## config.mk

```make
export PLATFORM = sky130hd
export DESIGN_NAME = companion_link_master
export DESIGN_NICKNAME = d
export VERILOG_FILES = /design/src/companion_link_pkg.sv /design/src/link_clock_gen.sv /design/src/crc8_step.sv /design/src/companion_link_master.sv
export VERILOG_INCLUDE_DIRS = /design/src
export SDC_FILE = /design/constraint.sdc
export NUM_CORES = 1
export LEC_CHECK = 0
export ABC_CLOCK_PERIOD_IN_PS = 4460
export BUFFER_PORTS_ARGS = -buffer_cell sky130_fd_sc_hd__buf_2
export CAP_MARGIN = 10
export CORE_UTILIZATION = 49
export CTS_BUF_LIST = sky130_fd_sc_hd__clkbuf_16
export DETAILED_ROUTE_END_ITERATION = 8
export GPL_ROUTABILITY_DRIVEN = 1
export PLACE_DENSITY = 0.7
export RECOVER_POWER = 100
export SYNTH_ARGS = -nofsm -noshare
export SYNTH_HDL_FRONTEND = slang
export SYNTH_SLANG_ARGS = --single-unit
```

## constraint.sdc

```tcl
create_clock -name clk_sys -period 4.46 [get_ports clk_sys]
set_clock_uncertainty 0.05 [all_clocks]
set_input_delay 0.892 -clock clk_sys [delete_from_list [all_inputs] [get_ports clk_sys]]
set_output_delay 0.892 -clock clk_sys [all_outputs]
set_load 0.02 [all_outputs]
```

## src/companion_link_regs.svh

```systemverilog
// Register offsets, field positions, reset values and timing counts for the companion link master
//
// Operation
// - Master drives link clock; data line shared; start bit and turnaround in every message.
// - Block clocked from its source clock; system reset restores every register and state.
// - Busy cleared at end of transfer raises completion interrupt when its enable is set.
// - Error interrupt asserted whenever error flag and error enable are both one.
// - Busy low means low power; sleep is not blocked.
// - While a transfer runs, chip sleep is held off until idle again.
// - First data register read starts a link read and sets busy; returned value stale.
// - Read response byte loads the data register in the same cycle that busy clears.
// - No response within 16 link clocks: time out, error about 48 clocks later, clear busy.
// - Data register write launches a link write of address and byte, sets busy.
// - Write acknowledge clears busy and issues the completion interrupt.
// - Soft reset bit holds interface in reset; busy high about 48 link clocks; both default one.
// - Busy clearing after soft reset raises no completion interrupt.
// - CRC error or time-out sets error flag as busy clears; writing one clears it.
// - Link clock is source clock over divider field plus one (over two when the field is zero); field resets to 4.
// - Address register holds an eight-bit remote address for every transaction; resets to zero.
`ifndef COMPANION_LINK_REGS_SVH
`define COMPANION_LINK_REGS_SVH
`define OFS_LINK_STATUS_CONTROL 4'h0
`define OFS_REMOTE_ADDRESS      4'h4
`define OFS_TRANSFER_DATA       4'h8
`define OFS_LINK_CLOCK_DIVIDER  4'hC
`define BIT_BUSY                0
`define BIT_DONE_IRQ_ENABLE     4
`define BIT_ERROR_IRQ_ENABLE    5
`define BIT_LINK_ERROR_FLAG     6
`define BIT_SOFT_RESET          7
`define RST_DIVIDER             8'h04
`define RST_ADDRESS             8'h00
`define RST_DATA                8'h00
`define RESPONSE_TIMEOUT_TICKS  8'h10
`define ERROR_DELAY_TICKS       8'h30
`define SOFT_RESET_TICKS        8'h30
`define CRC_POLY                8'h07
`define HEADER_BITS             6'h12
`define WRITE_EXTRA_BITS        6'h08
`define READ_RESP_BITS          6'h10
`endif

```

## src/companion_link_pkg.sv

```systemverilog
// Types shared by the companion link master
`default_nettype none
package companion_link_pkg;
  typedef enum logic [2:0] {
    st_idle    = 3'b000,
    st_send    = 3'b001,
    st_turn    = 3'b011,
    st_wait    = 3'b010,
    st_recv    = 3'b110,
    st_err_gap = 3'b111,
    st_reset   = 3'b101
  } link_state_type;
endpackage : companion_link_pkg
`default_nettype wire

```

## src/link_clock_gen.sv

```systemverilog
// Link clock divider producing rising and falling edge ticks
`include "companion_link_regs.svh"
`default_nettype none
module link_clock_gen (
  input  wire logic       clk_sys,
  input  wire logic       rst_n,
  input  wire logic       run,
  input  wire logic [7:0] divider,
  output logic            rise_tick,
  output logic            fall_tick,
  output logic            link_clock
);
  logic [7:0] count;
  logic [7:0] next_count;
  logic       next_link_clock;
  logic       wrap;
  logic       half;

  always_comb begin
    wrap            = (count >= divider);
    half            = (count == (divider >> 1));
    next_count      = wrap ? 8'h00 : 8'(count + 8'h01);
    next_link_clock = link_clock;
    rise_tick       = 1'b0;
    fall_tick       = 1'b0;
    if (!run) begin
      next_count      = 8'h00;
      next_link_clock = 1'b0;
    end else if (divider == 8'h00) begin
      // Divider zero: the link clock toggles every source clock cycle, dividing by two
      next_link_clock = ~link_clock;
      rise_tick       = ~link_clock;
      fall_tick       = link_clock;
    end else if (wrap) begin
      next_link_clock = 1'b1;
      rise_tick       = 1'b1;
    end else if (half) begin
      next_link_clock = 1'b0;
      fall_tick       = 1'b1;
    end
  end

  always_ff @(posedge clk_sys) begin
    if (!rst_n) begin
      count      <= 8'h00;
      link_clock <= 1'b0;
    end else begin
      count      <= next_count;
      link_clock <= next_link_clock;
    end
  end
endmodule : link_clock_gen
`default_nettype wire

```

## src/crc8_step.sv

```systemverilog
// One-bit step of the packet CRC
`include "companion_link_regs.svh"
`default_nettype none
module crc8_step (
  input  wire logic [7:0] crc_in,
  input  wire logic       bit_in,
  output logic      [7:0] crc_out
);
  always_comb begin
    crc_out = {crc_in[6:0], 1'b0} ^ ((crc_in[7] ^ bit_in) ? `CRC_POLY : 8'h00);
  end
endmodule : crc8_step
`default_nettype wire

```

## src/companion_link_master.sv

```systemverilog
// Companion link master: registers, packet engine and pin control
`include "companion_link_regs.svh"
`default_nettype none
module companion_link_master
  import companion_link_pkg::*;
(
  input  wire logic        clk_sys,
  input  wire logic        rst_n,
  input  wire logic [3:0]  reg_addr,
  input  wire logic        reg_write,
  input  wire logic        reg_read,
  input  wire logic [31:0] reg_wdata,
  output logic      [31:0] reg_rdata,
  output logic             link_clock_out,
  input  wire logic        link_data_in,
  output logic             link_data_out,
  output logic             link_data_oe_n,
  output logic             link_irq,
  output logic             sleep_allow
);
  link_state_type state;
  link_state_type next_state;
  logic [7:0]  address;
  logic [7:0]  next_address;
  logic [7:0]  data;
  logic [7:0]  next_data;
  logic [7:0]  divider;
  logic [7:0]  next_divider;
  logic        busy;
  logic        next_busy;
  logic        soft_reset;
  logic        next_soft_reset;
  logic        error_flag;
  logic        next_error_flag;
  logic        err_en;
  logic        next_err_en;
  logic        done_en;
  logic        next_done_en;
  logic        done_pending;
  logic        next_done_pending;
  logic        is_write;
  logic        next_is_write;
  logic        crc_bad;
  logic        next_crc_bad;
  logic [25:0] shreg;
  logic [25:0] next_shreg;
  logic [5:0]  bits_left;
  logic [5:0]  next_bits_left;
  logic [7:0]  ticks;
  logic [7:0]  next_ticks;
  logic [7:0]  crc;
  logic [7:0]  next_crc;
  logic [7:0]  crc_stepped;
  logic        crc_bit;
  logic        drive;
  logic        next_drive;
  logic        dout;
  logic        next_dout;
  logic [31:0] next_rdata;
  logic        next_irq;
  logic        rise_tick;
  logic        fall_tick;
  logic        link_clock;
  logic        clock_run;
  logic        write_hit;
  logic        read_hit;

  assign clock_run = (state != st_idle);
  assign write_hit = reg_write;
  assign read_hit  = reg_read;

  link_clock_gen u_clock (
    .clk_sys    (clk_sys),
    .rst_n      (rst_n),
    .run        (clock_run),
    .divider    (divider),
    .rise_tick  (rise_tick),
    .fall_tick  (fall_tick),
    .link_clock (link_clock)
  );

  crc8_step u_crc (
    .crc_in  (crc),
    .bit_in  (crc_bit),
    .crc_out (crc_stepped)
  );

  // CRC covers bits sent and bits received alike
  assign crc_bit = (state == st_recv) ? link_data_in : shreg[25];

  always_comb begin
    next_state        = state;
    next_address      = address;
    next_data         = data;
    next_divider      = divider;
    next_busy         = busy;
    next_soft_reset   = soft_reset;
    next_error_flag   = error_flag;
    next_err_en       = err_en;
    next_done_en      = done_en;
    next_done_pending = 1'b0;
    next_is_write     = is_write;
    next_crc_bad      = crc_bad;
    next_shreg        = shreg;
    next_bits_left    = bits_left;
    next_ticks        = ticks;
    next_crc          = crc;
    next_drive        = drive;
    next_dout         = dout;
    next_rdata        = 32'h0000_0000;

    // Register read path; reserved bits read zero
    if (read_hit) begin
      unique case (reg_addr)
        `OFS_LINK_STATUS_CONTROL: next_rdata = {24'h000000, soft_reset, error_flag, err_en, done_en, 3'b000, busy};
        `OFS_REMOTE_ADDRESS:      next_rdata = {24'h000000, address};
        `OFS_TRANSFER_DATA:       next_rdata = {24'h000000, data};
        `OFS_LINK_CLOCK_DIVIDER:  next_rdata = {24'h000000, divider};
        default:                  next_rdata = 32'h0000_0000;
      endcase
    end

    // Register write path
    if (write_hit) begin
      unique case (reg_addr)
        `OFS_LINK_STATUS_CONTROL: begin
          next_soft_reset = reg_wdata[`BIT_SOFT_RESET];
          next_err_en     = reg_wdata[`BIT_ERROR_IRQ_ENABLE];
          next_done_en    = reg_wdata[`BIT_DONE_IRQ_ENABLE];
          if (reg_wdata[`BIT_LINK_ERROR_FLAG]) begin
            next_error_flag = 1'b0;
          end
          if (reg_wdata[`BIT_SOFT_RESET]) begin
            next_busy = 1'b1;
          end
        end
        `OFS_REMOTE_ADDRESS: next_address = reg_wdata[7:0];
        `OFS_TRANSFER_DATA:  next_data = reg_wdata[7:0];
        `OFS_LINK_CLOCK_DIVIDER: next_divider = reg_wdata[7:0];
        default: ;
      endcase
    end

    // Link engine
    if (soft_reset || (write_hit && reg_addr == `OFS_LINK_STATUS_CONTROL && reg_wdata[`BIT_SOFT_RESET])) begin
      // Held in reset; busy already set, countdown starts once released
      next_state = st_reset;
      next_ticks = `SOFT_RESET_TICKS;
      next_drive = 1'b0;
      next_dout  = 1'b1;
    end else begin
      unique case (state)
        st_idle: begin
          if (write_hit && reg_addr == `OFS_TRANSFER_DATA) begin
            next_is_write  = 1'b1;
            next_busy      = 1'b1;
            next_state     = st_send;
            next_shreg     = {1'b1, 1'b1, address, reg_wdata[7:0], 8'h00};
            next_bits_left = 6'(`HEADER_BITS + `WRITE_EXTRA_BITS) - 6'h08;
            next_crc       = 8'h00;
            next_crc_bad   = 1'b0;
          end else if (read_hit && reg_addr == `OFS_TRANSFER_DATA) begin
            next_is_write  = 1'b0;
            next_busy      = 1'b1;
            next_state     = st_send;
            next_shreg     = {1'b1, 1'b0, address, 16'h0000};
            next_bits_left = `HEADER_BITS - 6'h08;
            next_crc       = 8'h00;
            next_crc_bad   = 1'b0;
          end
        end
        st_send: begin
          if (fall_tick) begin
            // Data changes on the falling edge, companion samples on the rising edge
            next_drive = 1'b1;
            if (bits_left == 6'h00) begin
              // Append the CRC, then release the line
              next_dout      = crc[7];
              next_shreg     = {crc[6:0], 19'h00000};
              next_bits_left = 6'h07;
              next_crc       = 8'h00;
              next_state     = st_turn;
            end else begin
              next_dout      = shreg[25];
              next_crc       = crc_stepped;
              next_shreg     = {shreg[24:0], 1'b0};
              next_bits_left = 6'(bits_left - 6'h01);
            end
          end
        end
        st_turn: begin
          if (fall_tick) begin
            if (bits_left == 6'h00) begin
              next_drive = 1'b0;
              next_state = st_wait;
              next_ticks = `RESPONSE_TIMEOUT_TICKS;
            end else begin
              next_dout      = shreg[25];
              next_shreg     = {shreg[24:0], 1'b0};
              next_bits_left = 6'(bits_left - 6'h01);
            end
          end
        end
        st_wait: begin
          if (rise_tick) begin
            if (!link_data_in) begin
              // Start bit of the response, driven low by the companion
              next_state     = st_recv;
              next_bits_left = `READ_RESP_BITS;
              next_crc       = 8'h00;
              next_shreg     = 26'h0000000;
            end else if (ticks == 8'h01) begin
              next_crc_bad = 1'b1;
              next_state   = st_err_gap;
              next_ticks   = `ERROR_DELAY_TICKS;
            end else begin
              next_ticks = 8'(ticks - 8'h01);
            end
          end
        end
        st_recv: begin
          if (rise_tick) begin
            // Response: data byte then CRC; a write ack carries the written byte
            next_shreg     = {shreg[24:0], link_data_in};
            next_crc       = crc_stepped;
            next_bits_left = 6'(bits_left - 6'h01);
            if (bits_left == 6'h01) begin
              if (crc_stepped != 8'h00) begin
                next_state = st_err_gap;
                next_ticks = `ERROR_DELAY_TICKS;
                next_crc_bad = 1'b1;
              end else begin
                if (!is_write) begin
                  next_data = shreg[14:7];
                end
                next_busy         = 1'b0;
                next_done_pending = 1'b1;
                next_state        = st_idle;
              end
            end
          end
        end
        st_err_gap: begin
          if (rise_tick) begin
            if (ticks == 8'h01) begin
              next_error_flag   = crc_bad;
              next_busy         = 1'b0;
              next_done_pending = 1'b1;
              next_state        = st_idle;
            end else begin
              next_ticks = 8'(ticks - 8'h01);
            end
          end
        end
        st_reset: begin
          if (rise_tick) begin
            if (ticks == 8'h01) begin
              next_busy  = 1'b0;
              next_state = st_idle;
            end else begin
              next_ticks = 8'(ticks - 8'h01);
            end
          end
        end
        default: next_state = st_idle;
      endcase
    end

    next_irq = (done_pending && done_en) || (next_error_flag && next_err_en);
  end

  always_ff @(posedge clk_sys) begin
    if (!rst_n) begin
      state          <= st_reset;
      address        <= `RST_ADDRESS;
      data           <= `RST_DATA;
      divider        <= `RST_DIVIDER;
      busy           <= 1'b1;
      soft_reset     <= 1'b1;
      error_flag     <= 1'b0;
      err_en         <= 1'b0;
      done_en        <= 1'b0;
      done_pending   <= 1'b0;
      is_write       <= 1'b0;
      crc_bad        <= 1'b0;
      shreg          <= 26'h0000000;
      bits_left      <= 6'h00;
      ticks          <= `SOFT_RESET_TICKS;
      crc            <= 8'h00;
      drive          <= 1'b0;
      dout           <= 1'b1;
      reg_rdata      <= 32'h0000_0000;
      link_irq       <= 1'b0;
      link_clock_out <= 1'b0;
      link_data_out  <= 1'b1;
      link_data_oe_n <= 1'b1;
      sleep_allow    <= 1'b0;
    end else begin
      state          <= next_state;
      address        <= next_address;
      data           <= next_data;
      divider        <= next_divider;
      busy           <= next_busy;
      soft_reset     <= next_soft_reset;
      error_flag     <= next_error_flag;
      err_en         <= next_err_en;
      done_en        <= next_done_en;
      done_pending   <= next_done_pending;
      is_write       <= next_is_write;
      crc_bad        <= next_crc_bad;
      shreg          <= next_shreg;
      bits_left      <= next_bits_left;
      ticks          <= next_ticks;
      crc            <= next_crc;
      drive          <= next_drive;
      dout           <= next_dout;
      reg_rdata      <= next_rdata;
      link_irq       <= next_irq;
      link_clock_out <= clock_run && (rise_tick || (link_clock && !fall_tick));
      link_data_out  <= next_dout;
      link_data_oe_n <= ~next_drive;
      sleep_allow    <= ~busy;
    end
  end
endmodule : companion_link_master
`default_nettype wire

```

==> results of run 1 <==
## stage by stage
stage | util | hold WS [ns] | instance area (sq um) | std cells
after floorplan | - | 0.346 | 5730 | 671
after global placement | 0.525 | 0.390 | 5790 | 786
final | 0.549 | 0.412 | 6050 | 802
after global routing | 0.549 | 0.445 | 6050 | 802
after detailed placement | 0.525 | 0.392 | 5790 | 786
after CTS | 0.552 | 0.402 | 6090 | 802
## layout by cell type (no fill, tap or decap), types with 18 or more instances in the layout
master,n
conb_1,24
a21oi_1,40
a22oi_1,21
a211oi_1,18
o21ai_0,26
nor2_1,63
dfxtp_1,106
mux2i_1,35
inv_1,19
nand2_1,48
## area by class of cell
class,instances,area share
Multi-Input combinational cell,483,0.530
Sequential cell,106,0.351
Clock buffer,9,0.0372
Timing Repair Buffer,37,0.0294
Tap cell,140,0.0289
Inverter,20,0.0124
Clock inverter,7,0.0120
## flip-flops by register name, indices dropped and copies added, names as in the netlist, 3 cells and up
register,count
ticks,8
reg_rdata,8
crc,8
address,8
shreg,26
state,3
u_clock.count,8
divider,8
bits_left,6
data,8
## layer usage
metal  GRT usage  vias up
met5           0        -
met4      0.0629        0
met3      0.0616       20
met2       0.396      153
met1       0.326     2288
li1            -     2343
## logic make-up after synthesis
| logic type | Yosys count |
|---|---|
| mux | 53 |
| simple gates | 204 |
| buf+inv | 82 |
| compound gates | 167 |
| xor+xnor | 19 |
| fa+ha+maj | 16 |
| other cells | 1 |
| flops | 106 |
## worst reg2reg max path, cell delays in order, from the launching register on
cell,delay (ns)
dfxtp_1,0.31
clkbuf_1,0.63
and3b_1,0.33
mux2_1,0.41
xor2_1,0.21
inv_1,0.06
ha_1,0.17
nand3b_1,0.12
o21ai_0,0.15
o221a_1,0.37
or4_1,0.57
a221o_1,0.36
## final timing paths
kind	endpoint	slack [ns]	cells past startpoint
setup / recovery	ticks[4]$_SDFFE_PP1P_	0.60	11
hold / removal	is_write$_SDFFE_PN0P_	0.41	2
setup reg to reg	ticks[4]$_SDFFE_PP1P_	0.60	11
hold reg to reg	is_write$_SDFFE_PN0P_	0.41	2
## synth_stat cells, types with 14 or more instances
cell	instances	area, sq um
dfxtp_1	106	2120
nor2_1	62	233
nand2_1	48	180
a21oi_1	41	205
mux2i_1	35	350
clkbuf_1	30	113
o21ai_0	26	130
buf_4	24	180
a22oi_1	21	158
a211oi_1	18	135
inv_1	18	67.6
nand3_1	16	80.1
ha_1	15	188
xor2_1	14	123
## report_power, final
group	total [mW]	leakage (nW)	internal (mW)	switching [mW]
sequential	0.966	0.855	0.955	0.0111
clock	0.817	0.146	0.440	0.377
combinational	0.132	1.32	0.0415	0.0906
==> summary.txt, run 1 <==
Logic synthesis
  – Synth Area in Adders: 0.0350
  – Mean Syn Cell Area: 8.72 sq um
  – Post-synthesis compound-gate area fraction: 0.199
  – Cell count after synthesis: 648
  – Main combinational cell family by area after synthesis: compound AO/OA/AOI/OAI gates
  – Mux contribution to synthesized area: 0.110
  – Area of the mapped netlist: 5650 sq um
  – Synth Register Bits: 106
  – Ys Warns: 0
  – Xor and xnor area share after synthesis: 0.0295
  – Post-synth EDFFs: 0
  – Simple-Gate Fraction of Synth Area: 0.179
  – Synth cell types: 72
  – Seq/Total Area, Yosys: 0.376
  – Ys async rst share: 0
  – Top_reg_cell synth: dfxtp_1

Power and ir drop
  – Pwr per Cell Area: 316 nW/um^2
  – Tot Pwr: 1.92 mW
  – Leak Pwr: 2.33 nW
  – Max VDD drop: 0.000299 V

Placement
  – Setup WS pre-CTS: 1.00 ns
  – IO buf count: 29
  – Final Wtd Congestion: 0.895
  – Final HPWL DP: 9.96 mm

Timing
  – RSZ-0062 raised after global routing: false
  – F_max: 259 MHz
  – Crit share post-route: 0.866
  – Worst rel slew slack: -0.298
  – Final setup fails: 0
  – Sum Neg Setup Slack: 0 ns
  – Worst Tran Pin Value: 1.94 ns
  – PnR worst setup slack: 0.598 ns
  – Max Transition Viols Final: 65
  – Crit path time final: 3.86 ns
  – Final hold violations: 0

Global route
  – Grt total ovfl: 0
  – Pin count of the biggest net entering global routing: 65
  – Vias in the first global route: 4478
  – First-pass GRT wire length: 22.6 mm
  – Global Route Usage Sum: 0.245
  – Initial antenna violation count: 0

Cells and area
  – Final net count: 713
  – Fraction of layout cells with a size suffix above 1: 0.0982
  – Ant diodes: 0
  – Multi-input gate area: 3210 sq um
  – FF+latch area: 2120 sq um
  – # fillers: 1019
  – Area growth, synth to finish: 7.18%

Worst setup path
  – Critical R2R Launch: state[0]$_SDFFE_PP1P_
  – WP buf/inv: 2
  – Crit-path slowest cell: clkbuf_1
  – CP Launch Type: register
  – Worst path cell trace: clkbuf_1, and3b_1, mux2_1, xor2_1, inv_1, ha_1, nand3b_1, o21ai_0, o221a_1, or4_1, a221o_1
  – CP max FO: 20
  – CP required: 4.65 ns
  – Arrival time at the worst endpoint: 4.05 ns
  – CP Capture Type: register
  – CP delay by family, top: simple AND/OR/NAND/NOR gates
  – CP max stage delay: 0.63 ns
  – WS Path Type: register to register
  – Critical Path Source: state[0]$_SDFFE_PP1P_

Clocking
  – Clk Tree Root Cell: clkbuf_16
  – CTS clock-pin slew for the worst setup and hold paths: 0.07 ns
  – Cts hold-fix bufs: 0
  – Setup Buffers After CTS: 0
  – H-tree depth: 3
  – CTS sink cnt: 106
  – Clock Latency Late Sink: 0.36 ns
  – TritonCTS clock tree: built
  – Total CTS buffers: 9
  – Max clock buf depth: 2
  – # resized after CTS: 0

Route
  – Drt initial violations: 341
  – Top sig layer: met4
  – WL final: 14.1 mm
  – Wire per inst: 17.6 um
  – DR vias: 4804
  – Number of remaining DRC errors: 0
  – Routed met1 length: 6.42 mm
  – Post-route ant nets: 0
  – Met2 routed WL: 6.72 mm
  – Vias per std cell: 5.99
  – Pre-antenna DRT Iters: 5
  – Met3 routed wirelength: 780 um

Floorplanning
  – Die height: 109 um
  – I/O pin total: 78
  – Core Area: 11000 sq um
  – Starting Density: 0.512
  – # rows: 38
  – Die W: 109 um
  – Die ar.: 12000 sq um

Hold path
  – Worst Min Path Start: is_write$_SDFFE_PN0P_
  – Worst Hold Class: register to register

Outcome
  – Status: complete, but fails checks
  – Failing checks: capacitance limit, slew limit

Run
  – MaxCap Viol Count: 1
No activity file was read; power rests on OpenSTA's default activity.
==> run 2: changes to the inputs <==
--- a/config.mk
+++ b/config.mk
@@ -13,8 +13,9 @@
 export CTS_BUF_LIST = sky130_fd_sc_hd__clkbuf_16
 export DETAILED_ROUTE_END_ITERATION = 8
 export GPL_ROUTABILITY_DRIVEN = 1
-export PLACE_DENSITY = 0.7
+export PLACE_DENSITY = 0.67
 export RECOVER_POWER = 100
+export SLEW_MARGIN = 15
 export SYNTH_ARGS = -nofsm -noshare
 export SYNTH_HDL_FRONTEND = slang
 export SYNTH_SLANG_ARGS = --single-unit
==> summary.txt, run 2 (synthesized netlist as in run 1, its figures left out) <==
Outcome
  – Status: complete, but fails checks
  – Failing checks: capacitance limit, slew limit

Power and ir drop
  – Seq pwr share: 0.511
  – Pwr per Cell Area: 312 nW/um^2
  – Max VDD drop: 0.000311 V
  – Clk pwr share: 0.420
  – Combinational power share: 0.070
  – Leak Pwr: 2.33 nW
  – Internal power: 1.43 mW
  – P_sw: 0.459 mW
  – Net Sw Frac: 0.243

Global route
  – Grt total ovfl: 0
  – Initial antenna violation count: 0
  – First-pass GRT wire length: 22.4 mm
  – Pin count of the biggest net entering global routing: 65
  – Global Route Usage Sum: 0.243
  – Vias in the first global route: 4391

Cells and area
  – Ant diodes: 0
  – FF+latch area: 2120 sq um
  – Most common cell after layout, fill and taps aside: dfxtp_1
  – Commonest non-fill, non-tap cells in the layout: dfxtp_1 (106), nor2_1 (63), nand2_1 (48)
  – Multi-input gate area: 3210 sq um
  – Fraction of layout cells with a size suffix above 1: 0.103
  – Area growth, synth to finish: 7.22%
  – Reg with most FFs: shreg
  – # fillers: 1050
  – Final Util: 0.549
  – Final net count: 713
  – Number of flip-flops in the largest register: 26

Timing
  – Max Transition Viols Final: 65
  – Worst rel slew slack: -0.286
  – Final hold violations: 0
  – Crit share post-route: 0.789
  – Final setup fails: 0
  – Crit path time final: 3.52 ns
  – Worst Tran Pin Value: 1.93 ns
  – Sum Neg Setup Slack: 0 ns
  – RSZ-0062 raised after global routing: false
  – F_max: 284 MHz

Clocking
  – Clk Tree Root Cell: clkbuf_16
  – CTS clock-pin slew for the worst setup and hold paths: 0.07 ns
  – Cts hold-fix bufs: 0
  – TritonCTS clock tree: built
  – Clock Latency Late Sink: 0.34 ns
  – # resized after CTS: 0
  – Max clock buf depth: 2
  – H-tree depth: 3
  – Total CTS buffers: 9
  – Setup Buffers After CTS: 0
  – CTS sink cnt: 106

Hold path
  – Worst Hold Class: register to register

Worst setup path
  – CP max FO: 8
  – WS Path Type: register to register
  – Arrival time at the worst endpoint: 3.70 ns
  – CP Launch Type: register
  – CP required: 4.64 ns
  – CP Capture Type: register

Route
  – Number of remaining DRC errors: 0
  – WL final: 14.0 mm
  – Post-route ant nets: 0
  – Drt initial violations: 400
  – Vias per std cell: 6.02
  – Wire per inst: 17.4 um
  – DR vias: 4831
  – Pre-antenna DRT Iters: 5

Floorplanning
  – Die height: 109 um
  – Die ar.: 12000 sq um
  – I/O pin total: 78
  – Core Area: 11000 sq um
  – Die W: 109 um
  – Starting Density: 0.512
  – # rows: 38

Run
  – MaxCap Viol Count: 1

Placement
  – Final Wtd Congestion: 0.887
  – IO buf count: 29
  – Final HPWL DP: 9.81 mm
run 2: worst max-delay path, cell delays in order, from the launching register on:
cell      delay, ns
dfxtp_1        0.45
inv_1          0.07
ha_1           0.28
o211a_1        0.15
a211oi_1       0.07
nor4_2         0.70
nor2_1         0.26
o31a_1         0.43
or4_1          0.57
a221o_1        0.36
run 2: cell type report:
cell class                 count  share of cell area
clock buffer                   9              0.0372
clock inverter                 7              0.0114
inverter                      20              0.0124
multi-input combinational    483               0.529
sequential                   106               0.350
tap                          140              0.0289
timing repair buffer          37              0.0304
run 2: power groups by stage:
stage               Combinational [mW]  Clock [mW]  Sequential [mW]
floorplan                        0.112           0            0.987
global placement                 0.131           0            0.988
detailed placement               0.133           0            0.988
CTS                              0.134       0.810            0.966
global route                     0.144       0.844            0.967
finish                           0.132       0.794            0.966
run 2: through the flow:
step	hold WS (ns)	setup slack [ns]	instance area [sq um]	cells	power, mW
2_1_floorplan	0.346	1.35	5730	671	1.10
3_3_place_gp	0.390	1.03	5790	786	1.12
3_5_place_dp	0.395	0.996	5790	786	1.12
4_1_cts	0.405	1.02	6090	802	1.91
5_1_grt	0.422	0.729	6060	802	1.96
6_report	0.403	0.943	6060	802	1.89
run 2: path summary, 6_finish.rpt:
path	slack, ns	from	to	cells after the start
max	0.94	divider[2]$_SDFFE_PN1P_	ticks[4]$_SDFFE_PP1P_	9
min	0.40	is_write$_SDFFE_PN0P_	is_write$_SDFFE_PN0P_	2
max reg2reg	0.94	divider[2]$_SDFFE_PN1P_	ticks[4]$_SDFFE_PP1P_	9
min reg2reg	0.40	is_write$_SDFFE_PN0P_	is_write$_SDFFE_PN0P_	2
run 2: layer usage:
| layer | vias up | track usage | part of all wire |
|---|---|---|---|
| met4 | 0 | 0.0714 | 0.016 |
| met1 | 2314 | 0.339 | 0.46 |
| met2 | 155 | 0.384 | 0.46 |
| li1 | 2344 | - | - |
| met5 | - | 0 | 0 |
| met3 | 18 | 0.0415 | 0.056 |
